File: src/verilog/wdt_pkg.sv
package wdt_pkg;

    // -----------------------------------------------------------------
    // Register map, word indices; the byte address is four times each.
    // -----------------------------------------------------------------
    localparam logic [7:0] CONTROL_INDEX = 8'h34;
    localparam logic [7:0] COMMAND_INDEX = 8'h35;
    localparam logic [7:0] STATUS_INDEX  = 8'h36;

    // -----------------------------------------------------------------
    // Control register layout and reset value.
    // -----------------------------------------------------------------
    localparam int         TRAP_AREA_BIT   = 5;
    localparam int         TRAP_ACTION_BIT = 4;
    localparam int         RUN_ENABLE_BIT  = 3;
    localparam int         PERIOD_MSB      = 2;
    localparam int         PERIOD_LSB      = 1;
    localparam int         OVF_ACTION_BIT  = 0;
    localparam logic [7:0] CONTROL_RESET   = 8'h39;

    // -----------------------------------------------------------------
    // Command codes.
    // -----------------------------------------------------------------
    localparam logic [7:0] CMD_CLEAR    = 8'h4e;
    localparam logic [7:0] CMD_DISABLE  = 8'hb1;
    localparam logic [7:0] CMD_ARM_TRAP = 8'hd2;

    // -----------------------------------------------------------------
    // Status register layout.
    // -----------------------------------------------------------------
    localparam int ST_ACTIVE_BIT  = 0;
    localparam int ST_OVF_BIT     = 1;
    localparam int ST_COUNT_LSB   = 2;
    localparam int ST_COUNT_MSB   = 3;
    localparam int ST_TRAP_BIT    = 4;
    localparam int ST_HOLD_BIT    = 5;

    // -----------------------------------------------------------------
    // Divider taps: the binary counter adds four divider periods.
    // -----------------------------------------------------------------
    localparam logic [4:0] FAST_DIV_EXP = 5'h17;
    localparam logic [4:0] SLOW_DIV_EXP = 5'h0f;
    localparam int         DIV_WIDTH    = 23;
    localparam int         BIN_WIDTH    = 2;

    // Run state of the watchdog.
    typedef enum logic [1:0] {
        WDT_RUN = 2'b01,
        WDT_OFF = 2'b10
    } run_state_t;

    // Divider tap exponent: two octaves less for each period step.
    function automatic logic [4:0] div_exponent(input logic [1:0] period, input logic use_slow);
        logic [4:0] base;
        base = use_slow ? SLOW_DIV_EXP : FAST_DIV_EXP;
        return base - {2'h0, period, 1'h0};
    endfunction

    // Byte address of a register index.
    function automatic logic [9:0] byte_addr(input logic [7:0] index);
        return {index, 2'h0};
    endfunction

endpackage

File: src/verilog/wdt_binary_counter.sv
`timescale 1ns/1ps
module wdt_binary_counter #(
    parameter int WIDTH = wdt_pkg::BIN_WIDTH
) (
    input  wire logic             pclk,
    input  wire logic             presetn,
    input  wire logic             step,
    input  wire logic             clear,
    output logic [WIDTH-1:0]      count,
    output logic                  overflow
);

    // -----------------------------------------------------------------
    // Elaboration check.
    // -----------------------------------------------------------------
    if (WIDTH < 1) begin : g_width_check
        $error("Binary counter needs at least one stage.");
    end

    // Overflow fires on the step that wraps the top count; clear wins.
    assign overflow = step & ~clear & (count == {WIDTH{1'b1}});

    // Count divider periods.
    always_ff @(posedge pclk or negedge presetn) begin
        if (!presetn) begin
            count <= '0;
        end else if (clear) begin
            count <= '0;
        end else if (step) begin
            count <= count + 1'b1;
        end
    end

endmodule

File: src/verilog/wdt_divider.sv
`timescale 1ns/1ps
module wdt_divider #(
    parameter int WIDTH = wdt_pkg::DIV_WIDTH
) (
    input  wire logic             pclk,
    input  wire logic             presetn,
    input  wire logic             tick,
    input  wire logic             hold,
    input  wire logic [4:0]       exponent,
    output logic                  stage_pulse
);

    // -----------------------------------------------------------------
    // Elaboration check.
    // -----------------------------------------------------------------
    if (WIDTH < int'(wdt_pkg::FAST_DIV_EXP)) begin : g_width_check
        $error("Divider is too narrow for the longest tap.");
    end

    logic [WIDTH-1:0] phase;
    wire  [WIDTH-1:0] tap_mask = ~({WIDTH{1'b1}} << exponent);
    wire              step     = tick & ~hold;
    wire              tap_wrap = step & ((phase & tap_mask) == tap_mask);

    // Free-running phase; a counter clear never touches it.
    // A pulse that meets a hold stays pending, so no counter step is lost.
    always_ff @(posedge pclk or negedge presetn) begin
        if (!presetn) begin
            phase       <= '0;
            stage_pulse <= 1'b0;
        end else begin
            phase       <= step ? phase + 1'b1 : phase;
            stage_pulse <= hold ? stage_pulse : tap_wrap;
        end
    end

endmodule

File: src/verilog/wdt_top.sv
// Decided for this implementation: the APB slave port.
`timescale 1ns/1ps
// Operation
// Overflow action defaults to reset request.
// Action, once cleared, stays cleared until reset.
// Run enable resets to one; counts immediately.
// Control resets with fields 1,1,1,00,1.
// Overflow with action one requests reset.
// Overflow with action zero requests interrupt.
// Period code and clock select detection time.
// Divider then binary counter; clear spares divider.
// Software clears within three quarters period.
// Decode clear, disable, arm codes; ignore others.
// Disable code works only with enable zero.
// Software stops watchdog in documented order.
// Disabled watchdog holds binary counters cleared.
// Low-power modes pause and resume counting.
// Control register is write-only, reads undefined.
// Watchdog interrupt ignores interrupt master flag.
// New watchdog interrupt serviced at once.
// Software loads stack pointer before interrupt select.
// Software disables or clears before stop mode.
// Software never clears counter inside interrupt task.
// Trap area takes effect after arm code.
// Each overflow gives one single-cycle request.
module wdt_top #(
    parameter int ADDR_WIDTH = 10
) (
    input  wire logic                  pclk,
    input  wire logic                  presetn,
    input  wire logic                  psel,
    input  wire logic                  penable,
    input  wire logic                  pwrite,
    input  wire logic [ADDR_WIDTH-1:0] paddr,
    input  wire logic [31:0]           pwdata,
    output logic      [31:0]           prdata,
    output logic                       pready,
    output logic                       pslverr,
    input  wire logic                  fast_tick,
    input  wire logic                  slow_tick,
    input  wire logic                  slow_mode,
    input  wire logic                  divider_tap_select,
    input  wire logic                  low_power_hold,
    output logic                       wdt_reset_request,
    output logic                       watchdog_interrupt_request,
    output logic                       trap_area_select,
    output logic                       trap_action_select,
    output logic                       watchdog_active
);

    // -----------------------------------------------------------------
    // Elaboration check.
    // -----------------------------------------------------------------
    if (ADDR_WIDTH < 10) begin : g_addr_check
        $error("Address bus too narrow for the register map.");
    end

    // -----------------------------------------------------------------
    // Bus decode.
    // -----------------------------------------------------------------
    wire [9:0] word_addr   = paddr[9:0];
    wire       high_zero   = (paddr >> 10) == '0;
    wire       hit_control = high_zero & (word_addr == wdt_pkg::byte_addr(wdt_pkg::CONTROL_INDEX));
    wire       hit_command = high_zero & (word_addr == wdt_pkg::byte_addr(wdt_pkg::COMMAND_INDEX));
    wire       hit_status  = high_zero & (word_addr == wdt_pkg::byte_addr(wdt_pkg::STATUS_INDEX));
    wire       mapped      = hit_control | hit_command | hit_status;
    wire       setup_phase = psel & ~penable;
    wire       write_taken = psel & penable & pready & pwrite & ~pslverr;
    wire       ctrl_write  = write_taken & hit_control;
    wire       cmd_write   = write_taken & hit_command;
    wire [7:0] wbyte       = pwdata[7:0];

    // Command decode; any other value has no effect.
    wire clear_cmd   = cmd_write & (wbyte == wdt_pkg::CMD_CLEAR);
    wire disable_cmd = cmd_write & (wbyte == wdt_pkg::CMD_DISABLE);
    wire arm_cmd     = cmd_write & (wbyte == wdt_pkg::CMD_ARM_TRAP);

    // -----------------------------------------------------------------
    // Control fields.
    // -----------------------------------------------------------------
    logic                  ovf_action;
    logic                  run_enable;
    logic [1:0]            period;
    logic                  trap_area_pending;
    wdt_pkg::run_state_t   run_state;
    wdt_pkg::run_state_t   next_run_state;

    // Disable only from a cleared enable bit; otherwise keep running.
    always_comb begin
        next_run_state = run_state;
        case (run_state)
            wdt_pkg::WDT_RUN: begin
                if (disable_cmd && !run_enable) begin
                    next_run_state = wdt_pkg::WDT_OFF;
                end
            end
            wdt_pkg::WDT_OFF: begin
                if (ctrl_write && wbyte[wdt_pkg::RUN_ENABLE_BIT]) begin
                    next_run_state = wdt_pkg::WDT_RUN;
                end
            end
            default: begin
                next_run_state = wdt_pkg::WDT_RUN;
            end
        endcase
    end

    // Control register storage with its reset values.
    always_ff @(posedge pclk or negedge presetn) begin
        if (!presetn) begin
            ovf_action         <= wdt_pkg::CONTROL_RESET[wdt_pkg::OVF_ACTION_BIT];
            run_enable         <= wdt_pkg::CONTROL_RESET[wdt_pkg::RUN_ENABLE_BIT];
            period             <= wdt_pkg::CONTROL_RESET[wdt_pkg::PERIOD_MSB:wdt_pkg::PERIOD_LSB];
            trap_action_select <= wdt_pkg::CONTROL_RESET[wdt_pkg::TRAP_ACTION_BIT];
            trap_area_pending  <= wdt_pkg::CONTROL_RESET[wdt_pkg::TRAP_AREA_BIT];
        end else if (ctrl_write) begin
            ovf_action         <= ovf_action & wbyte[wdt_pkg::OVF_ACTION_BIT];
            run_enable         <= wbyte[wdt_pkg::RUN_ENABLE_BIT];
            period             <= wbyte[wdt_pkg::PERIOD_MSB:wdt_pkg::PERIOD_LSB];
            trap_action_select <= wbyte[wdt_pkg::TRAP_ACTION_BIT];
            trap_area_pending  <= wbyte[wdt_pkg::TRAP_AREA_BIT];
        end
    end

    // Run state and the armed trap area, which moves only on the arm code.
    always_ff @(posedge pclk or negedge presetn) begin
        if (!presetn) begin
            run_state        <= wdt_pkg::WDT_RUN;
            watchdog_active  <= 1'b1;
            trap_area_select <= wdt_pkg::CONTROL_RESET[wdt_pkg::TRAP_AREA_BIT];
        end else begin
            run_state        <= next_run_state;
            watchdog_active  <= (next_run_state == wdt_pkg::WDT_RUN);
            trap_area_select <= arm_cmd ? trap_area_pending : trap_area_select;
        end
    end

    // -----------------------------------------------------------------
    // Counting chain.
    // -----------------------------------------------------------------
    wire       use_slow = divider_tap_select | slow_mode;
    wire       src_tick = use_slow ? slow_tick : fast_tick;
    wire [4:0] tap_exp  = wdt_pkg::div_exponent(period, use_slow);
    wire       running  = (run_state == wdt_pkg::WDT_RUN);
    wire       stage_pulse;
    wire [1:0] bin_count;
    wire       bin_overflow;

    // Divider keeps its phase across a clear; low-power modes freeze it.
    wdt_divider #(
        .WIDTH (wdt_pkg::DIV_WIDTH)
    ) u_divider (
        .pclk        (pclk),
        .presetn     (presetn),
        .tick        (src_tick),
        .hold        (low_power_hold),
        .exponent    (tap_exp),
        .stage_pulse (stage_pulse)
    );

    // Binary counter cleared by the clear code and while disabled.
    wdt_binary_counter #(
        .WIDTH (wdt_pkg::BIN_WIDTH)
    ) u_binary (
        .pclk     (pclk),
        .presetn  (presetn),
        .step     (stage_pulse & ~low_power_hold),
        .clear    (clear_cmd | ~running),
        .count    (bin_count),
        .overflow (bin_overflow)
    );

    // One-cycle requests; the interrupt has no mask and no pending gate.
    always_ff @(posedge pclk or negedge presetn) begin
        if (!presetn) begin
            wdt_reset_request          <= 1'b0;
            watchdog_interrupt_request <= 1'b0;
        end else begin
            wdt_reset_request          <= bin_overflow & ovf_action;
            watchdog_interrupt_request <= bin_overflow & ~ovf_action;
        end
    end

    // -----------------------------------------------------------------
    // Read path and bus answer.
    // -----------------------------------------------------------------
    wire [31:0] status_word = {26'h0, low_power_hold, trap_area_select, bin_count, ovf_action, running};

    // Control and command read as zero; only status shows state.
    wire [31:0] read_word = hit_status ? status_word : 32'h0;

    // Answer in the first access cycle; unmapped addresses get an error.
    always_ff @(posedge pclk or negedge presetn) begin
        if (!presetn) begin
            pready  <= 1'b0;
            pslverr <= 1'b0;
            prdata  <= 32'h0;
        end else begin
            pready  <= setup_phase;
            pslverr <= setup_phase & ~mapped;
            prdata  <= (setup_phase & ~pwrite) ? read_word : 32'h0;
        end
    end
endmodule
File: config.mk
export PLATFORM = sky130hd
export DESIGN_NAME = wdt_top
export DESIGN_NICKNAME = d
export VERILOG_FILES = /design/src/verilog/wdt_pkg.sv /design/src/verilog/wdt_binary_counter.sv /design/src/verilog/wdt_divider.sv /design/src/verilog/wdt_top.sv
export SDC_FILE = /design/constraint.sdc
export NUM_CORES = 1
export LEC_CHECK = 0
export BUFFER_PORTS_ARGS = -buffer_cell sky130_fd_sc_hd__buf_4
export CAP_MARGIN = 20
export CORE_MARGIN = 2
export CORE_UTILIZATION = 23
export DETAILED_ROUTE_END_ITERATION = 6
export HOLD_SLACK_MARGIN = 0.06
export MAX_ROUTING_LAYER = met4
export PLACE_DENSITY_LB_ADDON = 0.12
export RECOVER_POWER = 25
export SLEW_MARGIN = 5
export SYNTH_ARGS = -nofsm -noshare
export SYNTH_HDL_FRONTEND = slang
export SYNTH_HIERARCHICAL = 1
export SYNTH_SLANG_ARGS = --single-unit
File: constraint.sdc
create_clock -name pclk -period 4.6 [get_ports pclk]
set_input_delay 0.69 -clock pclk [delete_from_list [all_inputs] [get_ports pclk]]
set_output_delay 0.69 -clock pclk [all_outputs]
set_load 0.005 [all_outputs]
==> flow_summary.json, run 1 <==
{
  "status": "finished with violations",
  "violations": "capacitance limit, slew limit",
  "ys_seq_area_frac": 0.440,
  "total_core_area_mm2": 0.0113,
  "num_vias": 1883,
  "maxClockFrequency_mhz": 383,
  "die-height_um": 111,
  "worstSetupPathType": "in2reg",
  "netlist-cell-type-count": 58,
  "ctsHoldBuffers": 0,
  "setup_fix_buffers_added_after_clock_tree_synthesis": 0,
  "power_density_over_the_cells_mw_per_mm2": 321,
  "post_synth_most_frequent_cells": "39 x sky130_fd_sc_hd__dfrtp_1, 26 x sky130_fd_sc_hd__buf_4, 18 x sky130_fd_sc_hd__nand2_1, 18 x sky130_fd_sc_hd__xnor2_1, 15 x sky130_fd_sc_hd__nor2_1",
  "place_worst_setup_slack_ns": 1.63,
  "layout-area-overhead-vs-synth_pct": 18.5,
  "standard_cell_rows": 39,
  "clock_sinks": 46,
  "dominantRegCellSynth": "sky130_fd_sc_hd__dfrtp_1",
  "timing.reg2reg.setup_slack_ns": 2.29,
  "clkLatencyLatePin_ns": 0.28,
  "crit_path_max_fanout": 4,
  "area_of_the_mapped_netlist_mm2": 0.00264,
  "async_reset_ff_frac": 1.00,
  "synth_area_leaders": "sky130_fd_sc_hd__dfrtp_1 37%, sky130_fd_sc_hd__buf_4 7.4%, sky130_fd_sc_hd__dfstp_2 7.0%",
  "worst_clock_skew_on_the_final_layout_ns": 0.00341,
  "vias_per_inst": 4.29,
  "share_of_the_cycle_needed_by_the_critical_path_after_routing": 0.568,
  "most_common_cell_in_the_synthesized_netlist": "sky130_fd_sc_hd__dfrtp_1",
  "min_from": "u_divider/phase[22]",
  "worst_hold_slack_ns": 0.481,
  "hold_path_class": "reg2reg",
  "finish.instance_area_mm2": 0.00313,
  "setup-violations-final": 0,
  "critPathTopFamily": "simple AND/OR/NAND/NOR gates",
  "htree_levels": 2,
  "internal_pwr_total_uw": 726,
  "synth_top_area_share": 0.370,
  "finalWorstSetupSlack_ns": 1.99,
  "grt_util_all_layers": 0.0974,
  "share_of_cells_above_drive_strength_1": 0.236,
  "setup.worst_path.start": "paddr[3]",
  "critPathRequiredTime_ns": 4.78,
  "finalNetCount": 351,
  "critical-path-max-stage-delay_ns": 0.67,
  "die-width_um": 111,
  "power.share.clock": 0.355,
  "data_arrival_critical_path_ns": 2.79,
  "slew_headroom": -0.674,
  "first_global_vias": 1869,
  "tritoncts_clock_tree": "done",
  "remaining_drc_errors": 0,
  "share_seq_of_total_power": 0.488,
  "yosys.area.top_type": "sky130_fd_sc_hd__dfrtp_1",
  "share_of_total_power_consumed_by_net_switching": 0.277,
  "ff_latch_area_mm2": 0.00116,
  "maxcap_violations": 1,
  "worst_slew_pin_slew_ns": 2.51,
  "final.setup.tns_ns": 0,
  "post_cts.resized_instances": 0,
  "avgSynthCellArea_um2": 10.3,
  "clk_path_buf_depth": 2,
  "drt_wl_total_mm": 5.63,
  "period_minus_slack_ns": 2.61,
  "synth_warnings": 6,
  "drt_iter0_markers": 73,
  "area_of_the_multi_input_gates_mm2": 0.00131,
  "rr_endpoint": "wdt_reset_request",
  "path_depth": 7,
  "synth_cells": 256,
  "antenna_cells_inserted": 0,
  "total_leakage_power_uw": 0.00142,
  "drtAntennaViolNets": 0,
  "ys_ff_latch": 46,
  "maxSlewViolCount": 47,
  "antenna_found_initial": 0,
  "combPwrFrac": 0.156,
  "initial_utilization": 0.233,
  "detailed_place_hpwl_mm": 4.20,
  "dieArea_mm2": 0.0123,
  "power.ir.vdd_worst_v": 0.000141,
  "clk_transition_reported_paths_ns": 0.07,
  "timing.critical_path.slowest_stage_cell": "sky130_fd_sc_hd__o41ai_1",
  "worst_path_cell_trace": "buf_4, nand4b_1, nor3b_1, nand4_1, o41ai_1, nor2_1, and2_1",
  "endpoint_kind": "flop",
  "grt_pass1_wl_mm": 9.47,
  "synth_enable_flop_cells": 0,
  "rr_worst_depth": 5,
  "grt_start_max_net_pins": 47,
  "detailed_place.area_mm2": 0.00298,
  "worstSetupStartpointType": "input pin",
  "crit-reg2reg-launch": "pslverr",
  "globalRoute.totalOverflow": 0,
  "cts_made_buffers": 5,
  "portBuffers": 40,
  "switchingPower_uw": 279,
  "grt_setup_unrepaired": "false",
  "gp_congestion": 0.766,
  "setup.worst_path.end": "wdt_reset_request",
  "drtPass1Iterations": 6,
  "drt-wirelength-per-cell_um": 12.8,
  "floorplan.io_pins": 91,
  "final_count_of_hold_timing_violations": 0,
  "worst-path-buf-inv": 1,
  "clockRootBuffer": "sky130_fd_sc_hd__clkbuf_16",
  "num-fill-cells": 1190
}
[layout make-up]
class                      instances  share of cell area
clock buffer                       5              0.0400
clock inverter                     3             0.00680
inverter                           7             0.00840
multi-input combinational        194               0.419
sequential                        46               0.371
tap                              143              0.0572
timing repair buffer              41              0.0972
[through the flow]
| step | std cells | util | total power, uW |
|---|---|---|---|
| 6_report | 439 | 0.276 | 1000 |
| 5_1_grt | 439 | 0.276 | 1060 |
| 4_1_cts | 439 | 0.277 | 1020 |
| 3_5_place_dp | 431 | 0.264 | 657 |
| 3_3_place_gp | 431 | 0.264 | 656 |
| 2_1_floorplan | 281 | - | 602 |
[per-layer routing]
| layer | routed length, um | up-vias | global-route usage |
|---|---|---|---|
| met5 | 0 | - | - |
| met1 | 2750 | 905 | 0.132 |
| met4 | 100 | 0 | 0.0337 |
| met2 | 2530 | 54 | 0.144 |
| li1 | - | 918 | - |
| met3 | 247 | 6 | 0.0208 |
[cells by family after synthesis]
logic type | count (synthesis) | synth area share
AOI/OAI and AO/OA | 33 | 0.0849
xor gates and xnor gates | 23 | 0.0764
adders and majority gates | 4 | 0.0190
buffers and inverters | 41 | 0.0987
DFF | 46 | 0.440
muxes | 8 | 0.0394
other | 2 | 0.00285
and+or+nand+nor | 99 | 0.239
[sequential cells by signal, indices dropped and copies added, names as in the netlist, 2 cells and up]
| signal | flops |
|---|---|
| period | 2 |
| prdata | 6 |
| run_state | 2 |
| u_binary/count | 2 |
| u_divider/phase | 23 |
[worst min-delay path by stage]
| stage | slack (ns) | to | depth (start not counted) |
|---|---|---|---|
| detailed placement | 0.47 | u_divider/phase[22] | 1 |
| floorplan | 0.39 | period[0] | 0 |
| global placement | 0.46 | ovf_action | 1 |
| finish | 0.48 | u_divider/phase[22] | 1 |
| CTS | 0.44 | u_divider/stage_pulse | 1 |
| global route | 0.49 | ovf_action | 1 |
[power by group through the flow]
stage / registers (uW) / logic (uW) / clock network (uW)
2_1_floorplan: 486 / 117 / 0
3_3_place_gp: 498 / 158 / 0
3_5_place_dp: 497 / 160 / 0
4_1_cts: 491 / 160 / 373
5_1_grt: 495 / 181 / 387
6_report: 491 / 157 / 357
[cells in the final DEF, fill, tap and decap left out, types with 5 or more instances in the layout]
cell	n
sky130_fd_sc_hd__nor3_1	5
sky130_fd_sc_hd__and2_1	8
sky130_fd_sc_hd__nand2_1	18
sky130_fd_sc_hd__inv_1	7
sky130_fd_sc_hd__nor2_1	15
sky130_fd_sc_hd__dfstp_2	7
sky130_fd_sc_hd__buf_4	39
sky130_fd_sc_hd__nand4_1	6
sky130_fd_sc_hd__nand3_1	11
sky130_fd_sc_hd__xor2_1	5
sky130_fd_sc_hd__nor2b_1	5
sky130_fd_sc_hd__a21oi_1	11
sky130_fd_sc_hd__dfrtp_1	39
sky130_fd_sc_hd__xnor2_1	18
sky130_fd_sc_hd__clkbuf_16	5
sky130_fd_sc_hd__conb_1	27
Note: power is estimated with default switching activity, not from simulation.
==> run 2, diff against run 1 <==
Clock period 4.6 ns to 2.25 ns, I/O delays scaled along.
==> flow_summary.json, run 2 (synthesized netlist as in run 1, its figures left out) <==
{
  "layout-area-overhead-vs-synth_pct": 20.8,
  "maxSlewViolCount": 0,
  "worst_path_cell_trace": "buf_4, or4_4, nor2_1, nand4_1, o41ai_1, buf_4, nor2_1, and2_1",
  "worst_slew_pin_slew_ns": 1.18,
  "worst_clock_skew_on_the_final_layout_ns": 0.00723,
  "htree_levels": 2,
  "first_global_vias": 1914,
  "area_of_the_multi_input_gates_mm2": 0.00131,
  "worstSetupPathType": "in2reg",
  "path_depth": 8,
  "standard_cell_rows": 39,
  "drt_iter0_markers": 38,
  "post_cts.resized_instances": 0,
  "globalRoute.totalOverflow": 0,
  "portBuffers": 40,
  "final.setup.tns_ns": 0,
  "status": "completed",
  "antenna_found_initial": 0,
  "final_count_of_hold_timing_violations": 0,
  "rr_worst_depth": 5,
  "gp_congestion": 0.795,
  "power_density_over_the_cells_mw_per_mm2": 664,
  "finalWorstSetupSlack_ns": 0.365,
  "finalNetCount": 358,
  "period_minus_slack_ns": 1.89,
  "rr_endpoint": "u_divider/phase[22]",
  "remaining_drc_errors": 0,
  "grt_setup_unrepaired": "false",
  "total_leakage_power_uw": 0.00146,
  "grt_start_max_net_pins": 47,
  "drtAntennaViolNets": 0,
  "final_common_cell": "sky130_fd_sc_hd__buf_4",
  "setup_fix_buffers_added_after_clock_tree_synthesis": 0,
  "die-height_um": 111,
  "floorplan.io_pins": 91,
  "tritoncts_clock_tree": "done",
  "clk_path_buf_depth": 2,
  "largest_register_by_flop_count": "u_divider/phase",
  "timing.critical_path.slowest_stage_cell": "sky130_fd_sc_hd__or4_4",
  "clk_transition_reported_paths_ns": 0.08,
  "detailed_place_hpwl_mm": 4.20,
  "dieArea_mm2": 0.0123,
  "top_regs": "u_divider/phase (23), prdata (6)",
  "finish.instance_area_mm2": 0.00319,
  "grt_util_all_layers": 0.100,
  "drt-wirelength-per-cell_um": 12.8,
  "clkLatencyLatePin_ns": 0.29,
  "power.ir.vdd_worst_v": 0.000390,
  "maxClockFrequency_mhz": 530,
  "cts_made_buffers": 5,
  "worstSetupStartpointType": "input pin",
  "layoutNonFillerInstCount": 446,
  "place.detailed.instances": 438,
  "clock_sinks": 46,
  "ff_latch_area_mm2": 0.00116,
  "ctsHoldBuffers": 0,
  "timing.reg2reg.setup_slack_ns": 0.50,
  "crit_path_max_fanout": 3,
  "critPathTopFamily": "simple AND/OR/NAND/NOR gates",
  "share_of_the_cycle_needed_by_the_critical_path_after_routing": 0.838,
  "drt_wl_total_mm": 5.69,
  "num_vias": 1878,
  "maxcap_violations": 0,
  "critPathRequiredTime_ns": 2.44,
  "grt_pass1_wl_mm": 9.77,
  "worst-path-buf-inv": 2,
  "slew_headroom": 0.214,
  "largest_reg_flops": 23,
  "setup-violations-final": 0,
  "die-width_um": 111,
  "initial_utilization": 0.233,
  "antenna_cells_inserted": 0,
  "place_worst_setup_slack_ns": 0.0141,
  "vias_per_inst": 4.21,
  "critical-path-max-stage-delay_ns": 0.54,
  "detailed_place.area_mm2": 0.00304,
  "clockRootBuffer": "sky130_fd_sc_hd__clkbuf_16",
  "crit-reg2reg-launch": "u_divider/phase[0]",
  "drtPass1Iterations": 4,
  "share_of_cells_above_drive_strength_1": 0.257,
  "mostFrequentLayoutCells": "46 x sky130_fd_sc_hd__buf_4, 39 x sky130_fd_sc_hd__dfrtp_1, 27 x sky130_fd_sc_hd__conb_1, 18 x sky130_fd_sc_hd__nand2_1, 18 x sky130_fd_sc_hd__xnor2_1",
  "total_core_area_mm2": 0.0113,
  "hold_path_class": "in2async",
  "data_arrival_critical_path_ns": 2.08,
  "endpoint_kind": "flop",
  "num-fill-cells": 1188
}
==> run 2: cell types whose count changed in the layout (fill, tap and decap cells not counted), sizes merged <==
cell      change
buf           +7
inv           +3
clkinv        -2
clkinvlp      -1
==> run 2: power breakdown <==
group          total (uW)  leakage, uW  switching (uW)  internal (uW)
clock                 781    0.0000752             356            425
sequential            999     0.000606            88.7            910
combinational         335     0.000781             159            175
total                2110      0.00146             604           1510
==> run 2: metal layers <==
layer	global-route usage	wire length, um	share of wire
met1	0.130	2720	0.48
met2	0.155	2650	0.47
met3	0.0252	274	0.048
met4	0.0296	43	0.0076
met5	-	0	0
==> run 2: worst max-delay path by stage <==
stage                               end  startpoint  slack (ns)
CTS                   wdt_reset_request    paddr[9]        0.32
finish                wdt_reset_request    paddr[9]        0.36
global route        u_divider/phase[22]   slow_mode        0.22
floorplan             wdt_reset_request    paddr[9]        0.22
detailed placement    wdt_reset_request    paddr[9]        0.01
global placement      wdt_reset_request    paddr[9]        0.03
==> run 2: layout make-up <==
cell class              count  area share
inverters                   7     0.00825
clock buffers               5      0.0393
flip-flops and latches     46       0.364
multi-input cells         194       0.412
clock inverters             3     0.00825
well taps                 143      0.0562
repair buffers             48       0.112
==> run 2: metrics by stage <==
step	total power (uW)	hold WS, ns	utilization
floorplan	1230	0.0419	-
global placement	1350	0.398	0.268
detailed placement	1360	0.401	0.268
CTS	2160	0.0855	0.282
global route	2250	0.289	0.281
finish	2110	0.276	0.281
==> run 3, diff against run 2 <==
Settings changed: ABC_AREA from default to 1.
Clock period 2.25 ns to 1.5 ns, I/O delays scaled along.
==> flow_summary.json, run 3 <==
{
  "status": "completed",
  "clock_sinks": 46,
  "worst_hold_slack_ns": 0.109,
  "slew_headroom": 0.545,
  "maxSlewViolCount": 0,
  "clk_transition_reported_paths_ns": 0.07,
  "post_synth_most_frequent_cells": "82 x sky130_fd_sc_hd__nand2_1, 61 x sky130_fd_sc_hd__inv_1, 39 x sky130_fd_sc_hd__dfrtp_1, 35 x sky130_fd_sc_hd__nor2_1, 29 x sky130_fd_sc_hd__nand3_1",
  "async_reset_ff_frac": 1.00,
  "worstSetupPathType": "reg2reg",
  "maxcap_violations": 0,
  "min_from": "penable",
  "rr_worst_depth": 7,
  "total_core_area_mm2": 0.0127,
  "data_arrival_critical_path_ns": 1.61,
  "worst_clock_skew_on_the_final_layout_ns": 0.00561,
  "drt_wl_total_mm": 7.54,
  "internal_pwr_total_uw": 2240,
  "synth_cells": 382,
  "worst_hold_path.endpoint": "pready",
  "share_seq_of_total_power": 0.442,
  "clockRootBuffer": "sky130_fd_sc_hd__clkbuf_16",
  "antenna_found_initial": 0,
  "dieArea_mm2": 0.0139,
  "clk_path_buf_depth": 2,
  "worstSetupStartpointType": "flop",
  "share_of_cells_above_drive_strength_1": 0.304,
  "top_regs": "u_divider/phase (23), prdata (6)",
  "timing.reg2reg.setup_slack_ns": 0.07,
  "gp_congestion": 0.784,
  "ys_seq_area_frac": 0.388,
  "vias_per_inst": 3.94,
  "largest_reg_flops": 23,
  "power_density_over_the_cells_mw_per_mm2": 822,
  "grt_pass1_wl_mm": 12.8,
  "dominantRegCellSynth": "sky130_fd_sc_hd__dfrtp_1",
  "finalNetCount": 529,
  "worst_slew_pin_slew_ns": 0.683,
  "globalRoute.totalOverflow": 0,
  "remaining_drc_errors": 0,
  "grt_start_max_net_pins": 47,
  "netlist-cell-type-count": 40,
  "die-height_um": 118,
  "first_global_vias": 2647,
  "power.share.clock": 0.352,
  "synth_enable_flop_cells": 0,
  "detailed_place.area_mm2": 0.00365,
  "floorplan.io_pins": 91,
  "drt_iter0_markers": 88,
  "total_leakage_power_uw": 0.00208,
  "ys_ff_latch": 46,
  "timing.hold.worst_path_depth": 2,
  "mostFrequentLayoutCells": "81 x sky130_fd_sc_hd__nand2_1, 73 x sky130_fd_sc_hd__buf_4, 59 x sky130_fd_sc_hd__inv_1, 38 x sky130_fd_sc_hd__dfrtp_1, 34 x sky130_fd_sc_hd__nor2_1",
  "combPwrFrac": 0.205,
  "crit_path_max_fanout": 4,
  "num_vias": 2548,
  "num-fill-cells": 1427,
  "antenna_cells_inserted": 0,
  "final_common_cell": "sky130_fd_sc_hd__nand2_1",
  "layout-area-overhead-vs-synth_pct": 30.2,
  "drtAntennaViolNets": 0,
  "maxClockFrequency_mhz": 700,
  "cts_made_buffers": 5,
  "portBuffers": 40,
  "synth_warnings": 6,
  "area_of_the_mapped_netlist_mm2": 0.00299,
  "period_minus_slack_ns": 1.43,
  "grt_setup_unrepaired": "true",
  "largest_register_by_flop_count": "u_divider/phase",
  "power.ir.vdd_worst_v": 0.000389,
  "endpoint_kind": "flop",
  "share_of_the_cycle_needed_by_the_critical_path_after_routing": 0.952,
  "crit-reg2reg-launch": "u_divider/phase[3]",
  "synth_top_area_share": 0.326,
  "rr_endpoint": "u_divider/phase[12]",
  "clkLatencyLatePin_ns": 0.30,
  "hold_path_class": "in2reg",
  "setup-violations-final": 0,
  "standard_cell_rows": 41,
  "critPathRequiredTime_ns": 1.68,
  "final_count_of_hold_timing_violations": 0,
  "yosys.area.top_type": "sky130_fd_sc_hd__dfrtp_1",
  "share_of_total_power_consumed_by_net_switching": 0.300,
  "detailed_place_hpwl_mm": 6.00,
  "synth_area_leaders": "sky130_fd_sc_hd__dfrtp_1 33%, sky130_fd_sc_hd__nand2_1 10%, sky130_fd_sc_hd__inv_1 7.7%",
  "die-width_um": 118,
  "drt-wirelength-per-cell_um": 11.7,
  "drtPass1Iterations": 4,
  "initial_utilization": 0.236,
  "finish.instance_area_mm2": 0.00390,
  "grt_util_all_layers": 0.118,
  "switchingPower_uw": 961,
  "most_common_cell_in_the_synthesized_netlist": "sky130_fd_sc_hd__nand2_1",
  "tritoncts_clock_tree": "done",
  "avgSynthCellArea_um2": 7.83,
  "htree_levels": 2
}
run 3: power groups by stage:
stage	Sequential, uW	Combinational (uW)	Clock (uW)
after floorplan	1440	400	0
after global placement	1440	596	0
after detailed placement	1440	598	0
after CTS	1420	606	1180
after global routing	1430	749	1230
final	1420	658	1130
run 3: critical path, stage by stage (launching register included):
cell and delay (ns):
sky130_fd_sc_hd__dfrtp_1 0.39, sky130_fd_sc_hd__nand2_2 0.11, sky130_fd_sc_hd__nor2_4 0.14, sky130_fd_sc_hd__nand4_4 0.10
sky130_fd_sc_hd__nor2_4 0.20, sky130_fd_sc_hd__nand2_4 0.09, sky130_fd_sc_hd__buf_4 0.14, sky130_fd_sc_hd__xor2_1 0.13
run 3: final cells by class:
type                       count  area [um^2]  share of cell area
multi-input combinational    269         1490               0.383
sequential                    46         1160               0.298
timing repair buffer          84          633               0.162
inverter                      67          251              0.0645
tap                          172          215              0.0552
clock buffer                   6          129              0.0331
clock inverter                 2         13.8             0.00353
run 3: per-layer routing:
layer / track usage / vias to the layer above / wire [um]
met4: 0.0392 / 0 / 123
met2: 0.197 / 62 / 3790
met1: 0.142 / 1162 / 3350
met3: 0.0228 / 11 / 273
met5: - / - / 0
li1: - / 1313 / -
run 3: logic make-up after synthesis:
| kind of cell | after synthesis | share of synthesized area |
|---|---|---|
| simple gates | 199 | 0.350 |
| buf+inv | 95 | 0.154 |
| flops | 46 | 0.388 |
| xor+xnor | 19 | 0.0581 |
| compound gates | 17 | 0.0309 |
| fa+ha+maj | 4 | 0.0167 |
| other cells | 2 | 0.00251 |
run 3: worst max path at each step:
stage                  startpoint                   to  slack (ns)  cells past startpoint
3_5_place_dp            slow_mode  u_divider/phase[20]       -0.24                     13
2_1_floorplan           slow_mode  u_divider/phase[20]       0.006                     12
4_1_cts        u_divider/phase[8]  u_divider/phase[20]        0.04                      9
3_3_place_gp            slow_mode  u_divider/phase[15]       -0.27                     11
5_1_grt        u_divider/phase[3]  u_divider/phase[20]       -0.04                      9
6_report       u_divider/phase[3]  u_divider/phase[12]        0.07                      7
run 3: per-stage QoR:
step                power, uW  worst slack [ns]  TNS [ns]   util  std cells
finish                   3200            0.0714         0  0.307        646
global route             3410           -0.0407   -0.0953  0.307        646
CTS                      3210            0.0362         0  0.300        636
detailed placement       2040            -0.245     -2.59  0.288        627
global placement         2040            -0.273     -2.44  0.288        627
floorplan                1840           0.00634         0      -        410
run 3: timing repair:
action,in CTS,in global routing
endpoints found under the hold margin,39,0
buffers inserted,0,10
setup endpoints to repair,0,10
resized for setup,0,14
hold buffers,1,0
